==> config.mk <==
export PLATFORM = sky130hd
export DESIGN_NAME = gated_counter
export DESIGN_NICKNAME = d
export VERILOG_FILES = /design/src/design/gated_counter_pkg.sv /design/src/design/gated_counter.sv
export VERILOG_INCLUDE_DIRS = /design/src /design/src/design
export SDC_FILE = /design/constraint.sdc
export NUM_CORES = 1
export LEC_CHECK = 0
export ABC_AREA = 0
export BUFFER_PORTS_ARGS = -buffer_cell sky130_fd_sc_hd__buf_2
export CAP_MARGIN = 10
export CORE_UTILIZATION = 25
export CTS_CLUSTER_DIAMETER = 60
export CTS_CLUSTER_SIZE = 30
export DETAILED_ROUTE_END_ITERATION = 16
export HOLD_SLACK_MARGIN = 0.03
export SETUP_SLACK_MARGIN = 0.5
export SYNTH_ARGS = -nofsm -noshare
export SYNTH_HDL_FRONTEND = slang
export SYNTH_SLANG_ARGS = --single-unit
==> constraint.sdc <==
create_clock -name CLK -period 3.65 [get_ports CLK]
set_clock_uncertainty 0.2 [all_clocks]
set_input_delay 0.73 -clock CLK [delete_from_list [all_inputs] [get_ports CLK]]
set_output_delay 0.73 -clock CLK [all_outputs]
set_load 0.01 [all_outputs]
==> src/design/gated_counter_map.svh <==
/*
  Register map, field positions, reset values and timing counts of the gated
  sixteen-bit event counter. Assumes a 32-bit classic Wishbone slave decoding
  an 8-bit byte address; each register sits in the low bits of one word.
*/
// Function
// - No-sync external clock counts unsynchronised edges
// - Asynchronous mode counts on through Sleep, wakes
// - Mode switches may drop or add one count
// - Byte reads while running return valid value
// - Gate source is pin or comparator output
// - Gate enable ignored when off, else gates
// - Gate invert picks high or low counting
// - Count wraps FFFF to 0000, sets flag
// - Interrupt needs overflow, peripheral, global enables
// - Wake needs on, overflow and peripheral enables
// - Compare trigger clears count, no flag
// - Count write beats coincident compare trigger
// - Counter clock can resynchronise comparator output
// - First rising edge needs prior falling edge
// - Prescale codes divide by 1, 2, 4, 8
// - Low-power oscillator only with internal oscillator
// - Internal clock ignores the no-sync bit
// - Source select: pin edges or clock/4
// - Timer on bit; control resets zero
// - Count byte writes load the counter
// - Prescaler hidden, cleared on count write
`ifndef GATED_COUNTER_MAP_SVH
`define GATED_COUNTER_MAP_SVH

`define TC_OFF_CONTROL    8'h00
`define TC_OFF_COUNT_LO   8'h04
`define TC_OFF_COUNT_HI   8'h08
`define TC_OFF_FLAG       8'h0C
`define TC_OFF_ENABLE     8'h10
`define TC_OFF_IRQ_CTRL   8'h14
`define TC_OFF_CMP_CTRL   8'h18
`define TC_OFF_STATUS     8'h1C

`define TC_BIT_ON         0
`define TC_BIT_CS         1
`define TC_BIT_NOSYNC     2
`define TC_BIT_LPOSC      3
`define TC_BIT_PS_LO      4
`define TC_BIT_PS_HI      5
`define TC_BIT_GE         6
`define TC_BIT_GINV       7

`define TC_BIT_OVF_FLAG   0
`define TC_BIT_OVF_IE     0
`define TC_BIT_PERIPHERAL_IRQ_ENABLE       6
`define TC_BIT_GIE        7
`define TC_BIT_CMP_SYNC   0
`define TC_BIT_GSS        1

`define TC_RST_CONTROL    8'h00
`define TC_RST_CMP_CTRL   2'h2
`define TC_RST_COUNT      16'h0000
`define TC_COUNT_MAX      16'hFFFF

`define TC_PHASE_LAST     2'h3

`endif

==> src/design/gated_counter_pkg.sv <==
/*
  Types of the gated sixteen-bit event counter: clock source selection and
  the single packed state record. Assumes gated_counter_map.svh for values.
*/
`default_nettype none
package gated_counter_pkg;

  typedef enum logic [1:0] {
    SRC_INTERNAL,
    SRC_EXT_SYNC,
    SRC_EXT_ASYNC
  } src_e;

  typedef struct packed {
    logic [7:0]  control;
    logic [1:0]  cmp_ctrl;
    logic [15:0] count;
    logic [2:0]  presc;
    logic        ovf_flag;
    logic        ovf_ie;
    logic        peripheral_irq_enable;
    logic        global_irq_enable;
    logic [1:0]  phase;
    logic        pin_fast;
    logic        pin_phase;
    logic        seen_fall;
    logic        comp_sync;
    logic        lp_osc;
    logic        irq;
    logic        wake;
    logic        ack;
    logic [31:0] rdata;
  } state_s;

endpackage : gated_counter_pkg
`default_nettype wire

==> src/design/gated_counter.sv <==
/*
  Gated sixteen-bit event counter with control, flag and enable registers on
  a classic Wishbone slave. Assumes CLK is the oscillator; the instruction
  clock is CLK/4. All inputs are synchronous to CLK.
*/
`include "gated_counter_map.svh"
`default_nettype none
module gated_counter (
  input  wire logic        CLK,
  input  wire logic        RESETN,
  input  wire logic        WB_CYC_I,
  input  wire logic        WB_STB_I,
  input  wire logic        WB_WE_I,
  input  wire logic [7:0]  WB_ADR_I,
  input  wire logic [3:0]  WB_SEL_I,
  input  wire logic [31:0] WB_DAT_I,
  output logic      [31:0] WB_DAT_O,
  output logic             WB_ACK_O,
  input  wire logic        EXT_CLK_PIN,
  input  wire logic        GATE_PIN,
  input  wire logic        COMP_OUT,
  input  wire logic        SPECIAL_TRIGGER,
  input  wire logic        SLEEP,
  input  wire logic        INTERNAL_OSC_NO_CLOCK_OUTPUT_PIN,
  output logic             IRQ_REQ,
  output logic             WAKE_REQ,
  output logic             LP_OSC_EN,
  output logic             COMP_SYNC_OUT
);

  gated_counter_pkg::state_s st;
  gated_counter_pkg::state_s next_st;

  function automatic logic addr_hit(input logic [7:0] adr, input logic [7:0] off);
    addr_hit = (adr[7:2] == off[7:2]);
  endfunction : addr_hit

  function automatic logic presc_last(input logic [2:0] cnt, input logic [1:0] code);
    case (code)
      2'h0:    presc_last = 1'b1;
      2'h1:    presc_last = (cnt == 3'h1);
      2'h2:    presc_last = (cnt == 3'h3);
      default: presc_last = (cnt == 3'h7);
    endcase
  endfunction : presc_last

  gated_counter_pkg::src_e src;
  logic req;
  logic wr;
  logic rd;
  logic instr_tick;
  logic q_tick;
  logic rise_sync;
  logic fall_sync;
  logic rise_async;
  logic fall_async;
  logic src_tick;
  logic ext_fall;
  logic gate_raw;
  logic gate_active;
  logic run;
  logic do_inc;
  logic wr_lo;
  logic wr_hi;
  logic overflow;

  always_comb begin
    next_st = st;
    src = gated_counter_pkg::SRC_INTERNAL;
    src_tick = 1'b0;
    ext_fall = 1'b0;
    do_inc = 1'b0;
    overflow = 1'b0;

    req = WB_CYC_I & WB_STB_I & ~st.ack;
    wr = req & WB_WE_I & WB_SEL_I[0];
    rd = req & ~WB_WE_I;
    next_st.ack = req;
    wr_lo = wr & addr_hit(WB_ADR_I, `TC_OFF_COUNT_LO);
    wr_hi = wr & addr_hit(WB_ADR_I, `TC_OFF_COUNT_HI);

    // Phase clocks freeze in Sleep, so only the no-sync path keeps counting
    if (!SLEEP) begin
      next_st.phase = st.phase + 2'h1;
    end
    instr_tick = ~SLEEP & (st.phase == `TC_PHASE_LAST);
    q_tick = ~SLEEP & st.phase[0];

    // Synchronous path samples the pin only on phase ticks
    if (q_tick) begin
      next_st.pin_phase = EXT_CLK_PIN;
    end
    rise_sync = q_tick & EXT_CLK_PIN & ~st.pin_phase;
    fall_sync = q_tick & ~EXT_CLK_PIN & st.pin_phase;
    // Unsynchronised path sees every sample, Sleep or not
    next_st.pin_fast = EXT_CLK_PIN;
    rise_async = EXT_CLK_PIN & ~st.pin_fast;
    fall_async = ~EXT_CLK_PIN & st.pin_fast;

    if (!st.control[`TC_BIT_CS]) begin
      src = gated_counter_pkg::SRC_INTERNAL;
    end else if (st.control[`TC_BIT_NOSYNC]) begin
      src = gated_counter_pkg::SRC_EXT_ASYNC;
    end else begin
      src = gated_counter_pkg::SRC_EXT_SYNC;
    end

    // Each edge path keeps its own pin history; a mode switch may skip or add one
    case (src)
      gated_counter_pkg::SRC_INTERNAL: begin
        src_tick = instr_tick;
      end
      gated_counter_pkg::SRC_EXT_SYNC: begin
        src_tick = rise_sync & st.seen_fall;
        ext_fall = fall_sync;
      end
      gated_counter_pkg::SRC_EXT_ASYNC: begin
        src_tick = rise_async & st.seen_fall;
        ext_fall = fall_async;
      end
      default: begin
        src_tick = 1'b0;
      end
    endcase

    if (!st.control[`TC_BIT_ON] || !st.control[`TC_BIT_CS]) begin
      next_st.seen_fall = 1'b0;
    end else if (ext_fall) begin
      next_st.seen_fall = 1'b1;
    end

    // Comparator output retimed on the counting clock
    if (src_tick) begin
      next_st.comp_sync = COMP_OUT;
    end

    if (st.cmp_ctrl[`TC_BIT_GSS]) begin
      gate_raw = st.cmp_ctrl[`TC_BIT_CMP_SYNC] ? st.comp_sync : COMP_OUT;
    end else begin
      gate_raw = GATE_PIN;
    end
    gate_active = st.control[`TC_BIT_GINV] ? gate_raw : ~gate_raw;
    run = st.control[`TC_BIT_ON] & (~st.control[`TC_BIT_GE] | gate_active);

    // Stopped or gated off: prescaler and count both hold
    if (run && src_tick) begin
      if (presc_last(st.presc, st.control[`TC_BIT_PS_HI:`TC_BIT_PS_LO])) begin
        next_st.presc = 3'h0;
        do_inc = 1'b1;
      end else begin
        next_st.presc = st.presc + 3'h1;
      end
    end

    // Write beats trigger beats increment
    if (wr_lo || wr_hi) begin
      next_st.presc = 3'h0;
      if (wr_lo) begin
        next_st.count[7:0] = WB_DAT_I[7:0];
      end
      if (wr_hi) begin
        next_st.count[15:8] = WB_DAT_I[7:0];
      end
    end else if (SPECIAL_TRIGGER) begin
      next_st.count = `TC_RST_COUNT;
    end else if (do_inc) begin
      next_st.count = st.count + 16'h0001;
      overflow = (st.count == `TC_COUNT_MAX);
    end

    if (wr && addr_hit(WB_ADR_I, `TC_OFF_CONTROL)) begin
      next_st.control = WB_DAT_I[7:0];
    end
    if (wr && addr_hit(WB_ADR_I, `TC_OFF_CMP_CTRL)) begin
      next_st.cmp_ctrl = WB_DAT_I[1:0];
    end
    if (wr && addr_hit(WB_ADR_I, `TC_OFF_ENABLE)) begin
      next_st.ovf_ie = WB_DAT_I[`TC_BIT_OVF_IE];
    end
    if (wr && addr_hit(WB_ADR_I, `TC_OFF_IRQ_CTRL)) begin
      next_st.peripheral_irq_enable = WB_DAT_I[`TC_BIT_PERIPHERAL_IRQ_ENABLE];
      next_st.global_irq_enable = WB_DAT_I[`TC_BIT_GIE];
    end
    // Only software clears the flag; a same-cycle overflow wins
    if (wr && addr_hit(WB_ADR_I, `TC_OFF_FLAG)) begin
      next_st.ovf_flag = WB_DAT_I[`TC_BIT_OVF_FLAG];
    end
    if (overflow) begin
      next_st.ovf_flag = 1'b1;
    end

    next_st.irq = next_st.ovf_flag & next_st.ovf_ie & next_st.peripheral_irq_enable & next_st.global_irq_enable;
    next_st.wake = next_st.ovf_flag & next_st.ovf_ie & next_st.peripheral_irq_enable
                   & next_st.control[`TC_BIT_ON];
    // Oscillator stays off outside internal-oscillator-without-clock-out mode
    next_st.lp_osc = next_st.control[`TC_BIT_LPOSC] & INTERNAL_OSC_NO_CLOCK_OUTPUT_PIN;

    // Reads come from the live count in one clock, so each byte is whole
    if (rd) begin
      next_st.rdata = 32'h0000_0000;
      if (addr_hit(WB_ADR_I, `TC_OFF_CONTROL)) begin
        next_st.rdata[7:0] = st.control;
      end else if (addr_hit(WB_ADR_I, `TC_OFF_COUNT_LO)) begin
        next_st.rdata[7:0] = st.count[7:0];
      end else if (addr_hit(WB_ADR_I, `TC_OFF_COUNT_HI)) begin
        next_st.rdata[7:0] = st.count[15:8];
      end else if (addr_hit(WB_ADR_I, `TC_OFF_FLAG)) begin
        next_st.rdata[`TC_BIT_OVF_FLAG] = st.ovf_flag;
      end else if (addr_hit(WB_ADR_I, `TC_OFF_ENABLE)) begin
        next_st.rdata[`TC_BIT_OVF_IE] = st.ovf_ie;
      end else if (addr_hit(WB_ADR_I, `TC_OFF_IRQ_CTRL)) begin
        next_st.rdata[`TC_BIT_PERIPHERAL_IRQ_ENABLE] = st.peripheral_irq_enable;
        next_st.rdata[`TC_BIT_GIE] = st.global_irq_enable;
      end else if (addr_hit(WB_ADR_I, `TC_OFF_CMP_CTRL)) begin
        next_st.rdata[1:0] = st.cmp_ctrl;
      end else if (addr_hit(WB_ADR_I, `TC_OFF_STATUS)) begin
        next_st.rdata[2:0] = {st.seen_fall, st.wake, st.lp_osc};
      end
    end else if (!req) begin
      next_st.rdata = 32'h0000_0000;
    end
  end

  always_ff @(posedge CLK or negedge RESETN) begin
    if (!RESETN) begin
      st <= '0;
      st.control <= `TC_RST_CONTROL;
      st.cmp_ctrl <= `TC_RST_CMP_CTRL;
      st.count <= `TC_RST_COUNT;
    end else begin
      st <= next_st;
    end
  end

  assign WB_DAT_O = st.rdata;
  assign WB_ACK_O = st.ack;
  assign IRQ_REQ = st.irq;
  assign WAKE_REQ = st.wake;
  assign LP_OSC_EN = st.lp_osc;
  assign COMP_SYNC_OUT = st.comp_sync;

endmodule : gated_counter
`default_nettype wire

# Word-level counts from Yosys, hierarchy flattened
# Index checks and enable logic that the tools add are counted.
[op_classes] addsub=3 eq_ne=19 muxes=47 bitwise=32 n_reduce_logical=18
[op_table] cell="two-way mux 32 bit" n=2
[op_table] cell="two-way mux 16 bit" n=3
[op_table] cell="two-way mux 8 bit" n=4
[op_table] cell="equality test 6 x 3 -> 1 bit (second input constant)" n=4
[op_table] cell="bitwise AND 1 bit" n=23
[op_table] cell="two-way mux 3 bit" n=7
[op_table] cell="two-way mux 2 bit" n=10
[op_table] cell="two-way mux 1 bit" n=17
[op_table] cell="adder 16 x 1 -> 16 bit (second input constant)" n=1
[op_table] cell="equality test 16 bit (second input constant)" n=1
[op_table] cell="equality test 6 x 2 -> 1 bit (second input constant)" n=2
[op_table] cell="inverter 1 bit" n=8
[op_table] cell="equality test 2 bit (second input constant)" n=3
[op_table] cell="equality test 6 x 1 -> 1 bit (second input constant)" n=1
[op_table] cell="logical AND 1 bit" n=6
[op_table] cell="zero test 6 bit" n=1
[op_table] cell="case mux 1 bit (3 select lines)" n=2
[op_table] cell="equality test 2 x 1 -> 1 bit (second input constant)" n=2
[op_table] cell="zero test 2 bit" n=2
[op_table] cell="two-way mux 4 bit" n=1
[op_table] cell="inequality test 2 bit (second input constant)" n=2
[op_table] cell="AND reduction 2 bit" n=2
[op_table] cell="nonzero test 2 bit" n=2
[op_table] cell="adder 3 x 1 -> 3 bit (second input constant)" n=1
[op_table] cell="10 further kinds" n=12
[totals] ff_bits=75 inputBits=55 elab_cells=139

# Depth between registers and ports, before layout
# Gate-level depths: netlist (run 1).
[logic_depth] depth_word=17 ltp_mapped=9

# Worst setup path before layout (run 1)
# OpenSTA, ideal clock, no wires.
[synth_timing] path_type="in2reg" start="input port WB_ADR_I[4]" end="register st (netlist bit IRQ_REQ)" setup_time_ns=0.130 t_arrival_ns=2.419 required_ns=3.320 slack_ns=0.901 stages=7 path_buffers=1 path_cell_list="or4_4 > buf_2 > nor3_2 > and3_1 > mux2_2 > a21oi_1 > nor3b_1"
[synth_rtl] item="from (decl)" line="gated_counter.sv:14" source="input wire logic [7:0] WB_ADR_I,"
[synth_rtl] item="to (signal assigned)" line="gated_counter.sv:231" source="st <= next_st;"
[synth_rtl] item="to (decl)" line="gated_counter.sv:31" source="gated_counter_pkg::state_s st;"

# Final worst setup path (run 1)
[layout_timing] start="input port WB_ADR_I[4]" end="register st[64] in the netlist's numbering"
[layout_via] elab_chain_len=5 elab_cells_between_ends=9
[layout_rtl] item="equality test 6 x 1 -> 1 bit / equality test 6 x 2 -> 1 bit (equally long branches)" line="gated_counter.sv:35" source="addr_hit = (adr[7:2] == off[7:2]);"
[layout_rtl] item="bitwise AND 1 bit, on equally long branches" line="gated_counter.sv:79, gated_counter.sv:80"
[layout_rtl] item="logical OR 1 bit" line="gated_counter.sv:156" source="if (wr_lo || wr_hi) begin"
[layout_rtl] item="inequality test 2 bit (no source line) / nonzero test 3 bit (equally long branches)"
[layout_rtl] item="AND reduction 2 bit (no source line)"
# Parallel ways exist; a longest one is shown, timed or not.
# A chain may end at the register's enable or synchronous reset.

==> impl_metrics.tcl, run 1 <==
set metrics [dict create \
    io_buffers 38 \
    grt_overflow_total 0 \
    die_w_um 117 \
    syn_avg_cell_area_um2 9.00 \
    crit_path_start_kind "primary input" \
    report.final.slew_viol_count 0 \
    first_global_vias 2814 \
    post-cts-setup-buffers 0 \
    mostFrequentLayoutCell "dfrtp_1" \
    tightest_slew_ns 0.755 \
    grt_pass1_wl_um 14400 \
    design_area_mm2 0.00373 \
    io_pins 92 \
    hold_viol_final 0 \
    synth-warning-count 0 \
    layout_min_cycle_time_ns 3.06 \
    vias_per_cell 5.09 \
    syn-cell-area_mm2 0.00333 \
    drt-pass1-iter-count 5 \
    antennaDiodeCount 0 \
    wire_per_inst_um 15.6 \
    max_slew_margin 0.496 \
    setup-violations-final 0 \
    ant_nets 0 \
    fillCellCount 1385 \
    drc 0 \
    critPathMaxFanout 12 \
    crit_path_end_kind "register" \
    ir_worst_vdd_uv 165 \
    cp.required_ns 3.62 \
    clkSinkCount 51 \
    p_switching_w 0.000374 \
    rsz0062_at_grt "false" \
    fin_nets 456 \
    placed_cell_area_mm2 0.00355 \
    syn_inst 370 \
    sw_frac_of_total 0.265 \
    max_freq_ghz 0.327 \
    numCtsBuffers 5 \
    die_height_um 117 \
    arrival_ns 3.03 \
    status "completed" \
    ys_ff_latch 51 \
    cts_hold_buf 0 \
    post-route-util 0.291 \
    hpwl_um 6700 \
    grt_max_degree 34 \
    maxCapViolCount 0 \
    core-area_mm2 0.0128 \
    synth_top_flop_cell "dfrtp_1" \
    track_usage 0.131 \
    row_count 41 \
    antenna_found_initial 0 \
    stdcell_count 569 \
    hold_class "register to register" \
    cts.clk_slew.worst_paths_ns 0.06 \
    final_cell_mix "dfrtp_1 (50), buf_2 (38), nor2_1 (30), nand2_1 (27), conb_1 (24)" \
    setup_tns_ns 0 \
    cts_tree "done" \
    initial_core_util 0.260 \
    yosysUniqueCellTypes 65 \
    pwr-share-seq 0.464 \
    die_area_mm2 0.0138 \
    cts_root_buf "clkbuf_16" \
    cts_resized 0 \
    period_share 0.838 \
    h-tree-depth 2 \
    intPower_w 0.00104 \
    syn_to_final_growth_pct 11.9 \
    drt_wl_total_um 8870 \
    place_congestion 0.875 \
    worstSkewPairLatency_ns 0.29 \
    synth-async-reset-ratio 1.00 \
    comb_power_share 0.145 \
    final_layout_size_suffix_gt1_frac 0.199 \
    dr.first_iter.drc_count 202 \
    powerDensity_mw_per_mm2 378 \
    leakage_nw 1.67 \
    clk_path_buf_depth 2 \
    clkPwrFrac 0.390 \
    placed_cells_incl_taps 561 \
    synth-edff-count 0 \
    vias 2897 \
    seq_area_frac_synth 0.384 \
    path_class "primary input to register" \
]
## sequential cells by signal, summed over array words and instances, names as in the netlist
register / cells
st: 38
WB_DAT_O: 8
COMP_SYNC_OUT: 1
IRQ_REQ: 1
LP_OSC_EN: 1
WAKE_REQ: 1
WB_ACK_O: 1
## metal layers
| layer | global-route usage | wire length [um] | up-vias |
|---|---|---|---|
| met1 | 0.175 | 4080 | 1416 |
| met3 | 0.0243 | 565 | 22 |
| li1 | - | - | 1337 |
| met4 | 0.0463 | 207 | 0 |
| met2 | 0.210 | 4020 | 122 |
| met5 | 0 | 0 | - |
## power by group through the flow
stage	sequential, W	clock (W)	combinational (W)
floorplan	0.000653	0	0.000157
global placement	0.000661	0	0.000200
detailed placement	0.000663	0	0.000205
CTS	0.000652	0.000563	0.000206
global route	0.000659	0.000585	0.000230
finish	0.000654	0.000550	0.000205
## kinds of logic after synthesis
kind of cell	count (synthesis)	share of synthesized area
buffers and inverters	66	0.116
and+or+nand+nor	133	0.211
xor gates and xnor gates	5	0.0131
other	1	0.00113
AOI/OAI and AO/OA	87	0.185
muxes	22	0.0714
adders and majority gates	5	0.0188
DFF	51	0.384
## area by class of cell
cell class	instances	area [um2]	area share
multi-input combinational	276	1750	0.471
clock buffer	6	139	0.0373
inverter	17	63.8	0.0171
sequential	51	1280	0.343
tap	172	215	0.0577
timing repair buffer	45	243	0.0651
clock inverter	2	35.0	0.00940
## Yosys cell counts (7+ instances only)
cell      number  share of area
dfrtp_1       50           0.38
buf_4         33          0.074
nor2_1        30          0.034
nand2_1       27          0.030
inv_1         17          0.019
a21oi_1       16          0.024
mux2_2        14          0.047
o21ai_0       14          0.021
nand3_1       12          0.018
nor3_1        12          0.018
clkbuf_1       9          0.010
mux2i_1        8          0.024
a22oi_1        7          0.016
nand2b_1       7          0.013
nor4_1         7          0.013
## stage by stage
stage | worst slack (ns) | power [W] | hold slack (ns)
finish | 0.591 | 0.00141 | 0.303
CTS | 0.620 | 0.00142 | 0.308
floorplan | 0.901 | 0.000810 | 0.234
global route | 0.538 | 0.00147 | 0.330
global placement | 0.360 | 0.000860 | 0.276
detailed placement | 0.311 | 0.000868 | 0.295
## final timing paths
kind	depth (start not counted)	from	to	slack (ns)
worst max-delay path	6	WB_ADR_I[4]	st[64]	0.59
worst min-delay path	1	st[40]	st[40]	0.30
worst max register to register	5	WB_ACK_O	st[64]	0.99
worst min register to register	1	st[40]	st[40]	0.30
max in group asynchronous	2	RESETN	st[54]	2.20
min in group asynchronous	1	RESETN	st[67]	0.31
## worst max-delay path, stage by stage
cell       delay (ns)
buf_2            0.11
or4_4            0.64
a2111oi_4        0.63
or2_2            0.39
o21ai_0          0.20
a211o_1          0.33
(Power assumes the default switching activity.)
==> run 2: changes to the inputs <==
==> constraint.sdc (replaced) <==
create_clock -name CLK -period 2.5 [get_ports CLK]
set_clock_uncertainty 0.2 [all_clocks]
set_input_delay 0.5 -clock CLK [delete_from_list [all_inputs] [get_ports CLK]]
set_output_delay 0.5 -clock CLK [all_outputs]
set_load 0.01 [all_outputs]
==> impl_metrics.tcl, run 2 (same netlist as run 1, synthesis figures left out) <==
set metrics [dict create \
    dr.first_iter.drc_count 168 \
    grt_pass1_wl_um 16300 \
    cp.required_ns 2.47 \
    rsz0062_at_grt "true" \
    setup-violations-final 0 \
    first_global_vias 3149 \
    ant_nets 0 \
    leakage_nw 2.07 \
    drt-pass1-iter-count 4 \
    cts_root_buf "clkbuf_16" \
    initial_core_util 0.260 \
    antenna_found_initial 0 \
    max_freq_ghz 0.430 \
    cts.clk_slew.worst_paths_ns 0.07 \
    hpwl_um 7190 \
    maxCapViolCount 0 \
    grt_max_degree 52 \
    cts_hold_buf 0 \
    arrival_ns 2.30 \
    row_count 41 \
    wire_per_inst_um 16.0 \
    die_area_mm2 0.0138 \
    crit_path_end_kind "register" \
    tightest_slew_ns 0.678 \
    mostFrequentLayoutCell "buf_4" \
    layout_min_cycle_time_ns 2.32 \
    vias_per_cell 5.01 \
    pre_cts_ws_ns -0.164 \
    grt_overflow_total 0 \
    hold_class "primary input to async pin" \
    final_layout_size_suffix_gt1_frac 0.415 \
    regMostFlops "st" \
    place_congestion 0.893 \
    clkSinkCount 51 \
    worstSkewPairLatency_ns 0.29 \
    drc 0 \
    path_class "primary input to register" \
    vias 3156 \
    drt_wl_total_um 10100 \
    h-tree-depth 2 \
    syn_to_final_growth_pct 40.0 \
    die_height_um 117 \
    crit_path_start_kind "primary input" \
    die_w_um 117 \
    setup_tns_ns 0 \
    report.final.slew_viol_count 0 \
    ir_worst_vdd_uv 272 \
    fin_ws_ns 0.177 \
    max_slew_margin 0.548 \
    period_share 0.929 \
    critPathMaxFanout 8 \
    design_area_mm2 0.00466 \
    placed_cell_area_mm2 0.00394 \
    power_w 0.00222 \
    io_buffers 38 \
    largest_register_ffs 38 \
    status "completed" \
    core-area_mm2 0.0128 \
    track_usage 0.147 \
    final_cell_mix "buf_4 (52), dfrtp_1 (50), buf_2 (36), nor2_1 (27), nand2_1 (26)" \
    antennaDiodeCount 0 \
    powerDensity_mw_per_mm2 476 \
    io_pins 92 \
    clk_path_buf_depth 2 \
    numCtsBuffers 5 \
    cts_tree "done" \
    hold_viol_final 0 \
    fin_nets 517 \
]
[run 2: cell types whose count changed in the layout (fill, tap and decap cells not counted), sizes merged]
cell	delta
nor2	+1
clkinv	-1
inv	+1
buf	+60
[run 2: worst paths after layout]
path | startpoint | endpoint | slack [ns] | depth (start not counted)
max in group asynchronous | RESETN | st[70] | 1.52 | 2
worst max register to register | st[72] | st[56] | 0.18 | 7
min in group CLK | EXT_CLK_PIN | st[39] | 0.18 | 1
worst max-delay path | WB_ADR_I[6] | st[64] | 0.18 | 8
worst min register to register | st[41] | st[41] | 0.32 | 1
worst min-delay path | RESETN | st[62] | 0.13 | 2
[run 2: metrics by stage]
stage	hold slack [ns]	cells	util
finish	0.132	630	0.364
detailed placement	0.279	598	0.307
global placement	0.274	598	0.307
floorplan	0.00441	393	-
CTS	0.167	627	0.357
global route	0.182	630	0.364
[run 2: report_power, final]
| group | total, W | leakage (nW) | switching, W | internal (W) |
|---|---|---|---|---|
| combinational | 0.000449 | 1.31 | 0.000237 | 0.000213 |
| clock | 0.000830 | 0.0875 | 0.000325 | 0.000504 |
| sequential | 0.000939 | 0.681 | 0.0000508 | 0.000888 |
[run 2: layer usage]
metal  track usage  routed length, um  vias up
li1              -                  -     1463
met1         0.190               4390     1537
met2         0.241               4850      124
met3        0.0268                537       32
met4        0.0625                282        0
met5             0                  0        -
[run 2: what timing repair did]
item,CTS,global route
endpoints found under the hold margin,0,0
pin swaps,28,13
endpoints found under the setup margin,33,36
cloned,1,0
gates resized for setup,65,13
setup buffers,20,3
[run 2: layout make-up]
type                       instances  area, um2
timing repair buffer             105        783
fill                            1301       8160
clock inverter                     2       38.8
clock buffer                       6        139
tap                              172        215
inverter                          17       63.8
multi-input combinational        277       2150
sequential                        51       1280
[run 2: worst max-delay path: stages]
cell and delay, ns:
buf_6 0.09, or4_4 0.57, a2111oi_4 0.33, buf_4 0.18, or2_4 0.16, buf_12 0.14
nor4_2 0.04, a211o_1 0.28
